`config.mk`:
```
export PLATFORM = sky130hd
export DESIGN_NAME = fhc_flash_host
export DESIGN_NICKNAME = d
export VERILOG_FILES = /design/src/design/fhc_pkg.sv /design/src/design/fhc_flash_host.sv /design/src/design/fhc_bus_cycle.sv
export SDC_FILE = /design/constraint.sdc
export NUM_CORES = 1
export LEC_CHECK = 0
export BUFFER_PORTS_ARGS = -buffer_cell sky130_fd_sc_hd__buf_2
export CAP_MARGIN = 30
export CORE_MARGIN = 2
export CORE_UTILIZATION = 40
export DETAILED_ROUTE_END_ITERATION = 10
export MAX_ROUTING_LAYER = met4
export SYNTH_ARGS = -nofsm -noshare
export SYNTH_HDL_FRONTEND = slang
export SYNTH_SLANG_ARGS = --single-unit
export TNS_END_PERCENT = 100
```
`constraint.sdc`:
```
create_clock -name sys_clk -period 3.6 [get_ports sys_clk]
set_input_delay 0.9 -clock sys_clk [delete_from_list [all_inputs] [get_ports sys_clk]]
set_output_delay 0.9 -clock sys_clk [all_outputs]
set_load 0.01 [all_outputs]
```
`src/design/fhc_pkg.sv`:
```
package fhc_pkg;
  // ****************************************
  // timing, all counts from a 50 MHz clock
  // ****************************************
  localparam int CLK_NS     = 20;
  localparam int T_ACC_NS   = 70;     // read access, least wait
  localparam int T_WP_NS    = 40;     // write strobe width, least
  localparam int T_RP_NS    = 500;    // reset pin low, least
  localparam int T_RH_NS    = 50;     // reset high to first read, least
  localparam int T_READY_NS = 20000;  // reset fall to read mode, device longest
  localparam int T_SUSP_NS  = 20000;  // erase suspend latency, device longest
  localparam int ACC_CYC    = (T_ACC_NS + CLK_NS - 1) / CLK_NS;
  localparam int WP_CYC     = (T_WP_NS + CLK_NS - 1) / CLK_NS;
  localparam int RP_CYC     = (T_RP_NS + CLK_NS - 1) / CLK_NS;
  localparam int RH_CYC     = (T_RH_NS + CLK_NS - 1) / CLK_NS;
  localparam int READY_CYC  = (T_READY_NS + CLK_NS - 1) / CLK_NS;
  localparam int SUSP_CYC   = (T_SUSP_NS + CLK_NS - 1) / CLK_NS;
  localparam int RST_CYC    = (READY_CYC > RP_CYC + RH_CYC) ? READY_CYC : RP_CYC + RH_CYC;

  // ****************************************
  // register map and fields
  // ****************************************
  localparam logic [7:0] REG_CTRL   = 8'h00;
  localparam logic [7:0] REG_ADDR   = 8'h04;
  localparam logic [7:0] REG_WDATA  = 8'h08;
  localparam logic [7:0] REG_STATUS = 8'h0c;
  localparam logic [7:0] REG_RDATA  = 8'h10;
  localparam int CTRL_OP_LSB  = 0;
  localparam int CTRL_GO_BIT  = 3;
  localparam int CTRL_WORD_BIT = 4;
  localparam logic WORD_RST   = 1'b1;
  localparam int ST_BUSY    = 0;
  localparam int ST_DONE    = 1;
  localparam int ST_FAIL    = 2;
  localparam int ST_TMO     = 3;
  localparam int ST_ETMR    = 4;
  localparam int ST_READY   = 5;
  localparam int ST_REFUSED = 6;

  // ****************************************
  // flash status bits and command bytes
  // ****************************************
  localparam int POLL_BIT = 7;
  localparam int TOG_BIT  = 6;
  localparam int TMO_BIT  = 5;
  localparam int ETMR_BIT = 3;
  localparam logic [7:0]  CMD_UNLOCK1 = 8'haa;
  localparam logic [7:0]  CMD_UNLOCK2 = 8'h55;
  localparam logic [7:0]  CMD_SETUP   = 8'h80;
  localparam logic [7:0]  CMD_PROG    = 8'ha0;
  localparam logic [7:0]  CMD_CHIP    = 8'h10;
  localparam logic [7:0]  CMD_SECT    = 8'h30;
  localparam logic [7:0]  CMD_SUSP    = 8'hb0;
  localparam logic [7:0]  CMD_RESUME  = 8'h30;
  localparam logic [18:0] UNLOCK_A1   = 19'h00555;
  localparam logic [18:0] UNLOCK_A2   = 19'h002aa;

  typedef enum logic [2:0] {
    OP_READ     = 3'h0,
    OP_PROG     = 3'h1,
    OP_CHIP     = 3'h2,
    OP_SECT     = 3'h3,
    OP_SECT_ADD = 3'h4,
    OP_SUSP     = 3'h5,
    OP_RESUME   = 3'h6,
    OP_HRESET   = 3'h7
  } fhc_op_t;

  typedef enum logic [8:0] {
    S_IDLE   = 9'h001,
    S_CMD    = 9'h002,
    S_POLL_A = 9'h004,
    S_POLL_B = 9'h008,
    S_EVAL   = 9'h010,
    S_FINAL  = 9'h020,
    S_WAIT   = 9'h040,
    S_RST_LO = 9'h080,
    S_RST_HI = 9'h100
  } fhc_state_t;

  typedef enum logic [3:0] {
    B_IDLE  = 4'h1,
    B_SETUP = 4'h2,
    B_STRB  = 4'h4,
    B_HOLD  = 4'h8
  } fhc_bstate_t;
endpackage

```
`src/design/fhc_flash_host.sv`:
```
`timescale 1ns/1ps
// What this block does
// - host polls erase status at an address inside an erasing sector.
// - polling bit may flip early; host reads again for valid data.
// - programming 1 over 0 locks; timeout rises; host must reset device.
// - busy after fourth or sixth write; host ignores it during reset.
// - reset low at least 500 ns; ready 20 us after fall, 50 ns after rise.
// - command writes are byte wide on the low eight data pins.
module fhc_flash_host (
  input  wire logic        sys_clk,
  input  wire logic        resetn,
  input  wire logic [7:0]  reg_addr,
  input  wire logic [31:0] reg_wdata,
  input  wire logic        reg_wr,
  input  wire logic        reg_rd,
  output logic [31:0]      reg_rdata,
  output logic [18:0]      fl_addr,
  output logic             fl_ce_n,
  output logic             fl_oe_n,
  output logic             fl_we_n,
  output logic             fl_reset_n,
  output logic             fl_byte_n,
  input  wire logic [15:0] fl_dq_in,
  output logic [15:0]      fl_dq_out,
  output logic [15:0]      fl_dq_oe,
  input  wire logic        ready_busy_n
);
  // ****************************************
  // state
  // ****************************************
  fhc_pkg::fhc_state_t st_reg, st_next;
  fhc_pkg::fhc_op_t    op_reg, op_next;
  logic        word_reg, word_next;
  logic [19:0] addr_reg, addr_next;
  logic [15:0] wdata_reg, wdata_next;
  logic [2:0]  step_reg, step_next;
  logic [10:0] cnt_reg, cnt_next;
  logic [15:0] first_reg, first_next;
  logic [15:0] data_reg, data_next;
  logic        done_reg, done_next;
  logic        fail_reg, fail_next;
  logic        tmo_reg, tmo_next;
  logic        etmr_reg, etmr_next;
  logic        refused_reg, refused_next;
  logic        ready_reg, ready_next;
  logic [31:0] rdat_reg, rdat_next;
  logic        bus_req, bus_wr, bus_cmd, bus_m1, bus_done;
  logic [18:0] bus_a;
  logic [15:0] bus_wdata, bus_rdata;
  logic [18:0] seq_a;
  logic        seq_m1, seq_cmd, seq_last;
  logic [7:0]  seq_d;
  logic        in_reset, toggled, go, needs_ready;
  logic [15:0] status;

  // ****************************************
  // command sequence table
  // ****************************************
  // unlock addresses are word addresses; in byte mode the low address bit
  // rides on the top data pin, so the same table serves both widths
  always_comb begin
    seq_a    = fhc_pkg::UNLOCK_A1;
    seq_m1   = 1'b0;
    seq_d    = fhc_pkg::CMD_UNLOCK1;
    seq_cmd  = 1'b1;
    seq_last = 1'b0;
    case (op_reg)
      fhc_pkg::OP_PROG, fhc_pkg::OP_CHIP, fhc_pkg::OP_SECT: begin
        case (step_reg)
          3'h1, 3'h4: begin
            seq_a  = fhc_pkg::UNLOCK_A2;
            seq_m1 = 1'b1;
            seq_d  = fhc_pkg::CMD_UNLOCK2;
          end
          3'h2: begin
            seq_d = (op_reg == fhc_pkg::OP_PROG) ? fhc_pkg::CMD_PROG : fhc_pkg::CMD_SETUP;
          end
          3'h3: begin
            if (op_reg == fhc_pkg::OP_PROG) begin
              // fourth write carries the user data, all 16 bits in word mode, low byte in byte mode
              seq_a    = addr_reg[19:1];
              seq_m1   = addr_reg[0];
              seq_cmd  = 1'b0;
              seq_last = 1'b1;
            end
          end
          3'h5: begin
            seq_last = 1'b1;
            if (op_reg == fhc_pkg::OP_SECT) begin
              seq_a  = addr_reg[19:1];
              seq_m1 = addr_reg[0];
              seq_d  = fhc_pkg::CMD_SECT;
            end else begin
              seq_d = fhc_pkg::CMD_CHIP;
            end
          end
          default: begin
            seq_d = fhc_pkg::CMD_UNLOCK1;
          end
        endcase
      end
      fhc_pkg::OP_SECT_ADD, fhc_pkg::OP_RESUME: begin
        seq_a    = addr_reg[19:1];
        seq_m1   = addr_reg[0];
        seq_d    = fhc_pkg::CMD_SECT;
        seq_last = 1'b1;
      end
      fhc_pkg::OP_SUSP: begin
        seq_d    = fhc_pkg::CMD_SUSP;
        seq_last = 1'b1;
      end
      default: begin
        seq_last = 1'b1;
      end
    endcase
  end

  // ****************************************
  // operation sequencer
  // ****************************************
  assign in_reset    = (st_reg == fhc_pkg::S_RST_LO) || (st_reg == fhc_pkg::S_RST_HI);
  assign toggled     = first_reg[fhc_pkg::TOG_BIT] ^ bus_rdata[fhc_pkg::TOG_BIT];
  assign go          = reg_wr && (reg_addr == fhc_pkg::REG_CTRL)
                       && reg_wdata[fhc_pkg::CTRL_GO_BIT];
  assign needs_ready = (reg_wdata[2:0] == fhc_pkg::OP_PROG)
                       || (reg_wdata[2:0] == fhc_pkg::OP_CHIP)
                       || (reg_wdata[2:0] == fhc_pkg::OP_SECT);

  // polls always use the operation address, which for erase must lie in an
  // unprotected erasing sector; the host cannot check that, software must
  always_comb begin
    st_next      = st_reg;
    op_next      = op_reg;
    word_next    = word_reg;
    addr_next    = addr_reg;
    wdata_next   = wdata_reg;
    step_next    = step_reg;
    cnt_next     = cnt_reg;
    first_next   = first_reg;
    data_next    = data_reg;
    done_next    = done_reg;
    fail_next    = fail_reg;
    tmo_next     = tmo_reg;
    etmr_next    = etmr_reg;
    refused_next = refused_reg;
    // busy pin means nothing while the reset pin is low
    ready_next   = in_reset ? 1'b0 : ready_busy_n;
    case (st_reg)
      fhc_pkg::S_IDLE: begin
        if (reg_wr && reg_addr == fhc_pkg::REG_ADDR) begin
          addr_next = reg_wdata[19:0];
        end
        if (reg_wr && reg_addr == fhc_pkg::REG_WDATA) begin
          wdata_next = reg_wdata[15:0];
        end
        if (reg_wr && reg_addr == fhc_pkg::REG_CTRL) begin
          word_next = reg_wdata[fhc_pkg::CTRL_WORD_BIT];
        end
        if (go) begin
          op_next      = fhc_pkg::fhc_op_t'(reg_wdata[2:0]);
          step_next    = 3'h0;
          cnt_next     = 11'h000;
          refused_next = 1'b0;
          if (needs_ready && !ready_reg) begin
            // device busy: program and erase commands are refused, all others go out
            refused_next = 1'b1;
          end else begin
            done_next = 1'b0;
            fail_next = 1'b0;
            tmo_next  = 1'b0;
            case (reg_wdata[2:0])
              fhc_pkg::OP_READ:   st_next = fhc_pkg::S_FINAL;
              fhc_pkg::OP_HRESET: st_next = fhc_pkg::S_RST_LO;
              default:            st_next = fhc_pkg::S_CMD;
            endcase
          end
        end
      end
      fhc_pkg::S_CMD: begin
        if (bus_done) begin
          step_next = step_reg + 3'h1;
          if (seq_last) begin
            case (op_reg)
              fhc_pkg::OP_PROG, fhc_pkg::OP_CHIP, fhc_pkg::OP_SECT: begin
                st_next = fhc_pkg::S_POLL_A;
              end
              fhc_pkg::OP_SECT_ADD: st_next = fhc_pkg::S_FINAL;
              fhc_pkg::OP_SUSP: begin
                st_next  = fhc_pkg::S_WAIT;
                cnt_next = 11'h000;
              end
              default: begin
                st_next   = fhc_pkg::S_IDLE;
                done_next = 1'b1;
              end
            endcase
          end
        end
      end
      fhc_pkg::S_POLL_A: begin
        if (bus_done) begin
          first_next = bus_rdata;
          st_next    = fhc_pkg::S_POLL_B;
        end
      end
      fhc_pkg::S_POLL_B: begin
        if (bus_done) begin
          st_next = fhc_pkg::S_EVAL;
        end
      end
      fhc_pkg::S_EVAL: begin
        etmr_next = bus_rdata[fhc_pkg::ETMR_BIT];
        if (!toggled) begin
          // toggling stopped; a fresh read gives trustworthy data
          st_next = fhc_pkg::S_FINAL;
        end else if (tmo_reg) begin
          // still toggling after the timeout flag: locked, reset it
          fail_next = 1'b1;
          cnt_next  = 11'h000;
          st_next   = fhc_pkg::S_RST_LO;
        end else begin
          // on timeout, poll once more since toggling may stop with it
          tmo_next = bus_rdata[fhc_pkg::TMO_BIT];
          st_next  = fhc_pkg::S_POLL_A;
        end
      end
      fhc_pkg::S_FINAL: begin
        if (bus_done) begin
          // re-read after toggling stopped; earlier low bits may be stale
          data_next = bus_rdata;
          etmr_next = bus_rdata[fhc_pkg::ETMR_BIT];
          st_next   = fhc_pkg::S_IDLE;
          done_next = 1'b1;
          if (op_reg == fhc_pkg::OP_PROG) begin
            fail_next = bus_rdata[fhc_pkg::POLL_BIT] != wdata_reg[fhc_pkg::POLL_BIT];
          end else if (op_reg == fhc_pkg::OP_CHIP || op_reg == fhc_pkg::OP_SECT) begin
            fail_next = !bus_rdata[fhc_pkg::POLL_BIT];
          end
        end
      end
      fhc_pkg::S_WAIT: begin
        // device may take this long to enter suspend
        cnt_next = cnt_reg + 11'h001;
        if (cnt_reg == 11'(fhc_pkg::SUSP_CYC - 1)) begin
          st_next   = fhc_pkg::S_IDLE;
          done_next = 1'b1;
        end
      end
      fhc_pkg::S_RST_LO: begin
        cnt_next = cnt_reg + 11'h001;
        if (cnt_reg == 11'(fhc_pkg::RP_CYC - 1)) begin
          st_next = fhc_pkg::S_RST_HI;
        end
      end
      fhc_pkg::S_RST_HI: begin
        // counted from the falling edge; covers 20 us and the 50 ns recovery
        cnt_next = cnt_reg + 11'h001;
        if (cnt_reg == 11'(fhc_pkg::RST_CYC - 1)) begin
          st_next   = fhc_pkg::S_IDLE;
          done_next = 1'b1;
        end
      end
      default: begin
        st_next = fhc_pkg::S_IDLE;
      end
    endcase
  end

  // ****************************************
  // register read port
  // ****************************************
  assign status = {9'h000, refused_reg, ready_reg, etmr_reg, tmo_reg, fail_reg,
                   done_reg, (st_reg != fhc_pkg::S_IDLE)};

  // read data stand one cycle after the strobe; unmapped reads give zero
  always_comb begin
    rdat_next = 32'h0000_0000;
    if (reg_rd) begin
      case (reg_addr)
        fhc_pkg::REG_CTRL:   rdat_next = {27'h0, word_reg, 1'b0, op_reg};
        fhc_pkg::REG_ADDR:   rdat_next = {12'h000, addr_reg};
        fhc_pkg::REG_WDATA:  rdat_next = {16'h0000, wdata_reg};
        fhc_pkg::REG_STATUS: rdat_next = {16'h0000, status};
        fhc_pkg::REG_RDATA:  rdat_next = {16'h0000, data_reg};
        default:             rdat_next = 32'h0000_0000;
      endcase
    end
  end

  // registers of the controller
  always_ff @(posedge sys_clk or negedge resetn) begin
    if (!resetn) begin
      st_reg      <= fhc_pkg::S_IDLE;
      op_reg      <= fhc_pkg::OP_READ;
      word_reg    <= fhc_pkg::WORD_RST;
      addr_reg    <= 20'h00000;
      wdata_reg   <= 16'h0000;
      step_reg    <= 3'h0;
      cnt_reg     <= 11'h000;
      first_reg   <= 16'h0000;
      data_reg    <= 16'h0000;
      done_reg    <= 1'b0;
      fail_reg    <= 1'b0;
      tmo_reg     <= 1'b0;
      etmr_reg    <= 1'b0;
      refused_reg <= 1'b0;
      ready_reg   <= 1'b0;
      rdat_reg    <= 32'h0000_0000;
    end else begin
      st_reg      <= st_next;
      op_reg      <= op_next;
      word_reg    <= word_next;
      addr_reg    <= addr_next;
      wdata_reg   <= wdata_next;
      step_reg    <= step_next;
      cnt_reg     <= cnt_next;
      first_reg   <= first_next;
      data_reg    <= data_next;
      done_reg    <= done_next;
      fail_reg    <= fail_next;
      tmo_reg     <= tmo_next;
      etmr_reg    <= etmr_next;
      refused_reg <= refused_next;
      ready_reg   <= ready_next;
      rdat_reg    <= rdat_next;
    end
  end

  // ****************************************
  // flash bus
  // ****************************************
  // request drops with done so the engine never starts a second cycle
  assign bus_req   = ((st_reg == fhc_pkg::S_CMD) || (st_reg == fhc_pkg::S_POLL_A)
                     || (st_reg == fhc_pkg::S_POLL_B) || (st_reg == fhc_pkg::S_FINAL))
                     && !bus_done;
  assign bus_wr    = (st_reg == fhc_pkg::S_CMD);
  assign bus_cmd   = seq_cmd;
  assign bus_a     = bus_wr ? seq_a : addr_reg[19:1];
  assign bus_m1    = bus_wr ? seq_m1 : addr_reg[0];
  assign bus_wdata = seq_cmd ? {8'h00, seq_d} : wdata_reg;

  fhc_bus_cycle u_bus (
    .sys_clk   (sys_clk),
    .resetn    (resetn),
    .req       (bus_req),
    .wr        (bus_wr),
    .cmd       (bus_cmd),
    .word_mode (word_reg),
    .a         (bus_a),
    .a_m1      (bus_m1),
    .wdata     (bus_wdata),
    .done      (bus_done),
    .rdata     (bus_rdata),
    .fl_addr   (fl_addr),
    .fl_ce_n   (fl_ce_n),
    .fl_oe_n   (fl_oe_n),
    .fl_we_n   (fl_we_n),
    .fl_dq_in  (fl_dq_in),
    .fl_dq_out (fl_dq_out),
    .fl_dq_oe  (fl_dq_oe)
  );

  // no bus cycle runs in reset states, so the data pins stay undriven
  assign fl_reset_n = (st_reg != fhc_pkg::S_RST_LO);
  assign fl_byte_n  = word_reg;
  assign reg_rdata  = rdat_reg;
endmodule

```
`src/design/fhc_bus_cycle.sv`:
```
`timescale 1ns/1ps
module fhc_bus_cycle (
  input  wire logic        sys_clk,
  input  wire logic        resetn,
  input  wire logic        req,
  input  wire logic        wr,
  input  wire logic        cmd,
  input  wire logic        word_mode,
  input  wire logic [18:0] a,
  input  wire logic        a_m1,
  input  wire logic [15:0] wdata,
  output logic             done,
  output logic [15:0]      rdata,
  output logic [18:0]      fl_addr,
  output logic             fl_ce_n,
  output logic             fl_oe_n,
  output logic             fl_we_n,
  input  wire logic [15:0] fl_dq_in,
  output logic [15:0]      fl_dq_out,
  output logic [15:0]      fl_dq_oe
);
  fhc_pkg::fhc_bstate_t st_reg, st_next;
  logic [2:0]  cnt_reg, cnt_next;
  logic        wr_reg, wr_next;
  logic        done_reg, done_next;
  logic [15:0] rdata_reg, rdata_next;
  logic [18:0] addr_reg, addr_next;
  logic        ce_reg, ce_next, oe_reg, oe_next, we_reg, we_next;
  logic [15:0] dq_reg, dq_next, dqoe_reg, dqoe_next;
  logic [2:0]  len;

  // ****************************************
  // one bus cycle: setup, strobe, hold
  // ****************************************
  // every read drops and raises both oe and ce, so each poll is a fresh access
  always_comb begin
    st_next    = st_reg;
    cnt_next   = cnt_reg;
    wr_next    = wr_reg;
    done_next  = 1'b0;
    rdata_next = rdata_reg;
    addr_next  = addr_reg;
    ce_next    = ce_reg;
    oe_next    = oe_reg;
    we_next    = we_reg;
    dq_next    = dq_reg;
    dqoe_next  = dqoe_reg;
    len        = wr_reg ? 3'(fhc_pkg::WP_CYC) : 3'(fhc_pkg::ACC_CYC);
    case (st_reg)
      fhc_pkg::B_IDLE: begin
        if (req) begin
          st_next   = fhc_pkg::B_SETUP;
          wr_next   = wr;
          addr_next = a;
          ce_next   = 1'b0;
          if (!word_mode) begin
            // byte mode: top pin carries the low address, bits 8..14 float
            dq_next   = {a_m1, 7'h00, wdata[7:0]};
            dqoe_next = wr ? 16'h80ff : 16'h8000;
          end else if (cmd) begin
            // commands are byte wide whatever the width
            dq_next   = {8'h00, wdata[7:0]};
            dqoe_next = wr ? 16'h00ff : 16'h0000;
          end else begin
            dq_next   = wdata;
            dqoe_next = wr ? 16'hffff : 16'h0000;
          end
        end
      end
      fhc_pkg::B_SETUP: begin
        st_next  = fhc_pkg::B_STRB;
        cnt_next = 3'h0;
        oe_next  = wr_reg;
        we_next  = !wr_reg;
      end
      fhc_pkg::B_STRB: begin
        cnt_next = cnt_reg + 3'h1;
        if (cnt_reg == len - 3'h1) begin
          st_next = fhc_pkg::B_HOLD;
          oe_next = 1'b1;
          we_next = 1'b1;
          if (!wr_reg) begin
            rdata_next = word_mode ? fl_dq_in : {8'h00, fl_dq_in[7:0]};
          end
        end
      end
      fhc_pkg::B_HOLD: begin
        // data held one cycle past the strobe's rising edge
        st_next   = fhc_pkg::B_IDLE;
        ce_next   = 1'b1;
        dqoe_next = 16'h0000;
        done_next = 1'b1;
      end
      default: begin
        st_next = fhc_pkg::B_IDLE;
      end
    endcase
  end

  // registers of the bus cycle
  always_ff @(posedge sys_clk or negedge resetn) begin
    if (!resetn) begin
      st_reg    <= fhc_pkg::B_IDLE;
      cnt_reg   <= 3'h0;
      wr_reg    <= 1'b0;
      done_reg  <= 1'b0;
      rdata_reg <= 16'h0000;
      addr_reg  <= 19'h00000;
      ce_reg    <= 1'b1;
      oe_reg    <= 1'b1;
      we_reg    <= 1'b1;
      dq_reg    <= 16'h0000;
      dqoe_reg  <= 16'h0000;
    end else begin
      st_reg    <= st_next;
      cnt_reg   <= cnt_next;
      wr_reg    <= wr_next;
      done_reg  <= done_next;
      rdata_reg <= rdata_next;
      addr_reg  <= addr_next;
      ce_reg    <= ce_next;
      oe_reg    <= oe_next;
      we_reg    <= we_next;
      dq_reg    <= dq_next;
      dqoe_reg  <= dqoe_next;
    end
  end

  assign done      = done_reg;
  assign rdata     = rdata_reg;
  assign fl_addr   = addr_reg;
  assign fl_ce_n   = ce_reg;
  assign fl_oe_n   = oe_reg;
  assign fl_we_n   = we_reg;
  assign fl_dq_out = dq_reg;
  assign fl_dq_oe  = dqoe_reg;
endmodule

```
==> Word level (Yosys, flattened, before mapping) <==
Cells that the tools add are included.
W data, S select, Z words.
{ "word_totals": {"ff_bits": 203, "input_bits": 61, "out_inout_bits": 88, "elab_cells": 227} }
{ "classes": {"add_sub_neg": 4, "eq_ne": 54, "mux": 89, "bitwise_logic": 2, "n_reduce_logical": 51} }
{ "op_table": {"columns": ["cell", "count"], "rows": [
  ["$mux W16", 8],
  ["$pmux W20 S5", 1],
  ["$mux W9", 9],
  ["$pmux W9 S8", 1],
  ["$mux W11", 6],
  ["$mux W19", 3],
  ["$pmux W19 S3", 1],
  ["$pmux W8 S3", 2],
  ["$pmux W11 S4", 1],
  ["$pmux W19 S2", 1],
  ["$mux W8", 4],
  ["$pmux W16 S2", 1],
  ["$mux W1", 28],
  ["$reduce_and A2 Y1", 11],
  ["$pmux W7 S3", 1],
  ["$mux W20", 1],
  ["$eq A3 B2 Y1 const B", 6],
  ["$eq A3 B3 Y1 const B", 6],
  ["$ne A2 B1 Y1 const B", 9],
  ["$eq A8 B4 Y1 const B", 2],
  ["$pmux W8 S2", 1],
  ["$pmux W1 S2", 7],
  ["$reduce_and A7 Y1", 2],
  ["$mux W6", 2],
  ["other kinds (50)", 86]
]} }

==> Depth between registers and ports, before layout <==
{ "logic_depth": {"word_depth": 8, "depth_mapped": 10} }

==> Modules after synthesis <==
A second synthesis with hierarchy kept.
{ "hier_totals": {"cells_unflattened": 736, "hier_area_um2": 8464.4} }
{ "by_module_without_submodules": {"columns": ["mod", "n_inst", "cells_per_inst", "area_per_inst_um2", "seq_area_each_um2"], "rows": [
  ["fhc_flash_host", 1, 520, 5661.7, 2655.0],
  ["fhc_bus_cycle", 1, 216, 2802.7, 1656.6]
]} }

==> Worst setup path after synthesis <==
Ideal clock, no wire load.
{ "synth_timing": {"path_kind": "input -> register", "startpoint": "in reg_addr[5]", "endpoint": "reg wdata_reg[10]", "setup_ns": 0.125, "arrival_time_ns": 2.541, "path_slack_ns": 0.934, "stages": 7, "path_cell_list": "or4_4 nor3_2 nand2_1 nor2_4 nand3_2 buf_2 mux2_2"} }
{ "synth_via": {"elab_chain_cells": 3} }
{ "synth_lines": {"columns": ["item", "line", "rtl"], "rows": [
  ["start: declaration", "fhc_flash_host.sv:12", "input wire logic [7:0] reg_addr,"],
  ["$eq A8 B4 Y1", "fhc_flash_host.sv:153", "if (reg_wr && reg_addr == fhc_pkg::REG_WDATA) begin"],
  ["$logic_and A1 B1 Y1", "fhc_flash_host.sv:153", null],
  ["$reduce_and A2 Y1 (no source line)", null, null],
  ["end signal: assignment", "fhc_flash_host.sv:314", "wdata_reg <= wdata_next;"],
  ["end: declaration", "fhc_flash_host.sv:35", "logic [15:0] wdata_reg, wdata_next;"]
]} }
No other way between the ends.
A chain may end at the register's enable or synchronous reset.

==> Final worst setup path <==
{ "layout_timing": {"startpoint": "reg st_reg[5]", "endpoint": "out fl_reset_n"} }
{ "layout_via": {"elab_chain_cells": 1} }
{ "layout_lines": {"columns": ["item", "line", "rtl"], "rows": [
  ["start: declaration", "fhc_flash_host.sv:31", "fhc_pkg::fhc_state_t st_reg, st_next;"],
  ["start signal: assignment", "fhc_flash_host.sv:293", "st_reg <= fhc_pkg::S_IDLE;"],
  ["start signal: assignment", "fhc_flash_host.sv:310", "st_reg <= st_next;"],
  ["$ne A9 B8 Y1", "fhc_flash_host.sv:364", "assign fl_reset_n = (st_reg != fhc_pkg::S_RST_LO);"],
  ["end: declaration", "fhc_flash_host.sv:21", "output logic fl_reset_n,"]
]} }
No other way between the ends.

==> impl_metrics.json <==
{
  "slew_viol_final": 0,
  "gr-usage-met2_pct": 28.6,
  "crit_fanout": 7,
  "die-width_um": 146,
  "cts-resized-gates": 0,
  "synth.distinct_cells": 78,
  "cts_sinks": 172,
  "p_leak_nw": 4.57,
  "grt_util_all_layers_pct": 20.1,
  "synthCells": 771,
  "final_nets": 946,
  "drc": 0,
  "vias": 6261,
  "tightestPinTransition_ps": 820,
  "cap_violations": 0,
  "htreeDepth": 4,
  "avgSynthCellArea_um2": 10.5,
  "min_path_type": "in2async",
  "met1_usage_pct": 29.0,
  "power-per-cell-area_nw_per_um2": 570,
  "netlist_area_um2": 8100,
  "numCtsBuffers": 17,
  "grt_setup_unrepaired": "no",
  "initial_core_util_pct": 40.4,
  "placementRows": 52,
  "worstSetupStartpointType": "register",
  "finalHoldViolCount": 0,
  "coreArea_um2": 20000,
  "ys_seq_area_share_pct": 53.2,
  "synth-main-ff-cell": "dfrtp_1",
  "routedWlPerCell_um": 17.5,
  "cts_tree": "built",
  "clock_path_buffers": 2,
  "drtIter0Drc": 408,
  "synth_edf_count": 0,
  "hold_buffers": 0,
  "period_minus_slack_ps": 3220,
  "grt_use_met3_pct": 3.47,
  "dp_hpwl_um": 14700,
  "cts_setup_buffers": 0,
  "root_buffer": "clkbuf_16",
  "fin_tns_setup_ps": 0,
  "path_clk_slew_ps": 70,
  "gp_congestion": 0.899,
  "grt_first_pass_wirelength_um": 32600,
  "cp.required_ps": 2700,
  "nFillCells": 1941,
  "io_buffers": 124,
  "top_usage_layer": "met1",
  "yosysWarnings": 0,
  "grt_pass1_vias": 5958,
  "final-setup-viol-count": 0,
  "reg2reg_slack_ps": 640,
  "syn_to_final_growth_pct": 17.0,
  "fin_worst_skew_ps": 12.9,
  "drt_wl_total_um": 20300,
  "vdd_drop_max_mv": 0.326,
  "antenna_found_initial": 0,
  "fin_crit_sh_pct": 89.4,
  "die_h_um": 146,
  "status": "completed",
  "viasPerCell": 5.40,
  "firstDrtPassIters": 6,
  "dieArea_um2": 21400,
  "async_reset_ff_share_pct": 100,
  "n_antenna_cell": 0,
  "io_pins": 149,
  "cp.arrival_ps": 2320,
  "grt_max_degree": 68,
  "critPathKind": "reg2out",
  "synth_seq_cells": 172,
  "postRouteAntennaNets": 0,
  "clock_latency_ps": 450,
  "end_kind": "output port",
  "drive_above_1_share_pct": 28.8,
  "timing.hold.ws_ps": 439,
  "max_freq_mhz": 311,
  "slew_headroom_pct": 44.9,
  "gr-total-overflow": 0
}
## through the flow
step / instances / total power, mW / util, % / worst slack [ps] / instance area (um^2)
after global routing: 1159 / 5.71 / 47.3 / 310 / 9480
after floorplan: 782 / 3.27 / - / 934 / 8140
after CTS: 1159 / 5.45 / 47.3 / 379 / 9480
after detailed placement: 1127 / 3.66 / 44.4 / 596 / 8910
final: 1159 / 5.41 / 47.3 / 382 / 9480
after global placement: 1127 / 3.65 / 44.4 / 613 / 8910
## cell type report
cell class / count / area, um^2 / share of cell area [%]
Tap cell: 270 / 338 / 3.56
Clock inverter: 15 / 146 / 1.54
Multi-Input combinational cell: 528 / 3420 / 36.1
Timing Repair Buffer: 143 / 782 / 8.25
Inverter: 14 / 52.6 / 0.554
Clock buffer: 17 / 425 / 4.49
Sequential cell: 172 / 4310 / 45.5
## cells in the final DEF (no fill, tap or decap), types with 10 or more instances in the layout
master | synthesis | routed
conb_1 | 1 | 12
dfrtp_1 | 166 | 166
and3_1 | 10 | 10
a21oi_1 | 30 | 30
a22o_1 | 13 | 13
inv_1 | 14 | 14
nor3_1 | 10 | 10
buf_4 | 25 | 18
nand3_1 | 27 | 27
a222oi_1 | 16 | 16
nor2_1 | 41 | 41
nand2_1 | 125 | 125
o21ai_0 | 54 | 54
mux2_2 | 57 | 57
buf_2 | 4 | 123
clkbuf_16 | 0 | 17
## Yosys cell counts, drive strengths merged, types with 2 or more instances
cell type    n  area, um^2
xor2         4        35.0
clkbuf      36         135
and2         7        43.8
nor2b        7        51.3
nor2        42         165
a21boi       2        15.0
o21bai       2        15.0
inv         14        52.6
mux2i        4        40.0
ha           9         113
nor4         9        86.3
nor3b        3        27.5
a211oi       2        15.0
nand2      126         475
o311ai       2        17.5
or4b         2        23.8
a31oi        9        56.3
o21ai       55         275
a221oi       2        17.5
o31a         2        17.5
mux2        58         653
and3b        2        17.5
xnor2        5        43.8
nand3b       4        30.0
nor4b        5        43.8
buf         32         219
a22o        13         114
a221o        5        50.1
a21oi       30         150
a21o         2        15.0
a222oi      16         160
nand3       28         145
dfrtp      166        4150
dfstp        6         158
nand2b       4        25.0
o41ai        4        35.0
o22ai        3        18.8
o211ai       3        22.5
and3        10        62.6
nand4        2        27.5
nor3        11        60.1
or2          2        12.5
o31ai        2        15.0
## worst max-delay path: stages, from the launching register on
cell and delay [ps]:
dfrtp_1 460, nor4_4 480, nand2_2 160, or4b_4 600, buf_2 170
## per-layer routing
| metal | vias to the layer above | wire length, um | part of all wire (%) |
|---|---|---|---|
| li1 | 2958 | - | - |
| met1 | 3076 | 9610 | 47 |
| met2 | 195 | 9060 | 45 |
| met3 | 32 | 1190 | 5.9 |
| met4 | 0 | 423 | 2.1 |
| met5 | - | 0 | 0 |
## where the power goes
part	total (mW)	internal, mW	switching [mW]
combinational	1.28	0.492	0.792
sequential	2.34	2.14	0.200
clock	1.78	0.921	0.862
## final timing paths
check,end,cells after the start,startpoint
worst max-delay path,fl_reset_n,4,st_reg[5]$_DFFE_PN0P_
worst min-delay path,u_bus.st_reg[2]$_DFFE_PN0P_,1,resetn
worst max register to register,st_reg[6]$_DFFE_PN0P_,8,step_reg[2]$_DFFE_PN0P_
worst min register to register,u_bus.rdata[14]$_DFFE_PN0P_,2,u_bus.rdata[14]$_DFFE_PN0P_
max in group asynchronous,addr_reg[1]$_DFFE_PN0P_,2,resetn
min in group sys_clk,u_bus.rdata[14]$_DFFE_PN0P_,2,u_bus.rdata[14]$_DFFE_PN0P_
## cells by family after synthesis
logic type	Yosys count	share of synthesized area, %
AOI/OAI and AO/OA	167	14.1
xor gates and xnor gates	9	0.973
DFF	172	53.2
muxes	62	8.56
and+or+nand+nor	269	16.7
other	1	0.0463
buffers and inverters	82	5.02
adders and majority gates	9	1.39
(Power assumes the default switching activity.)
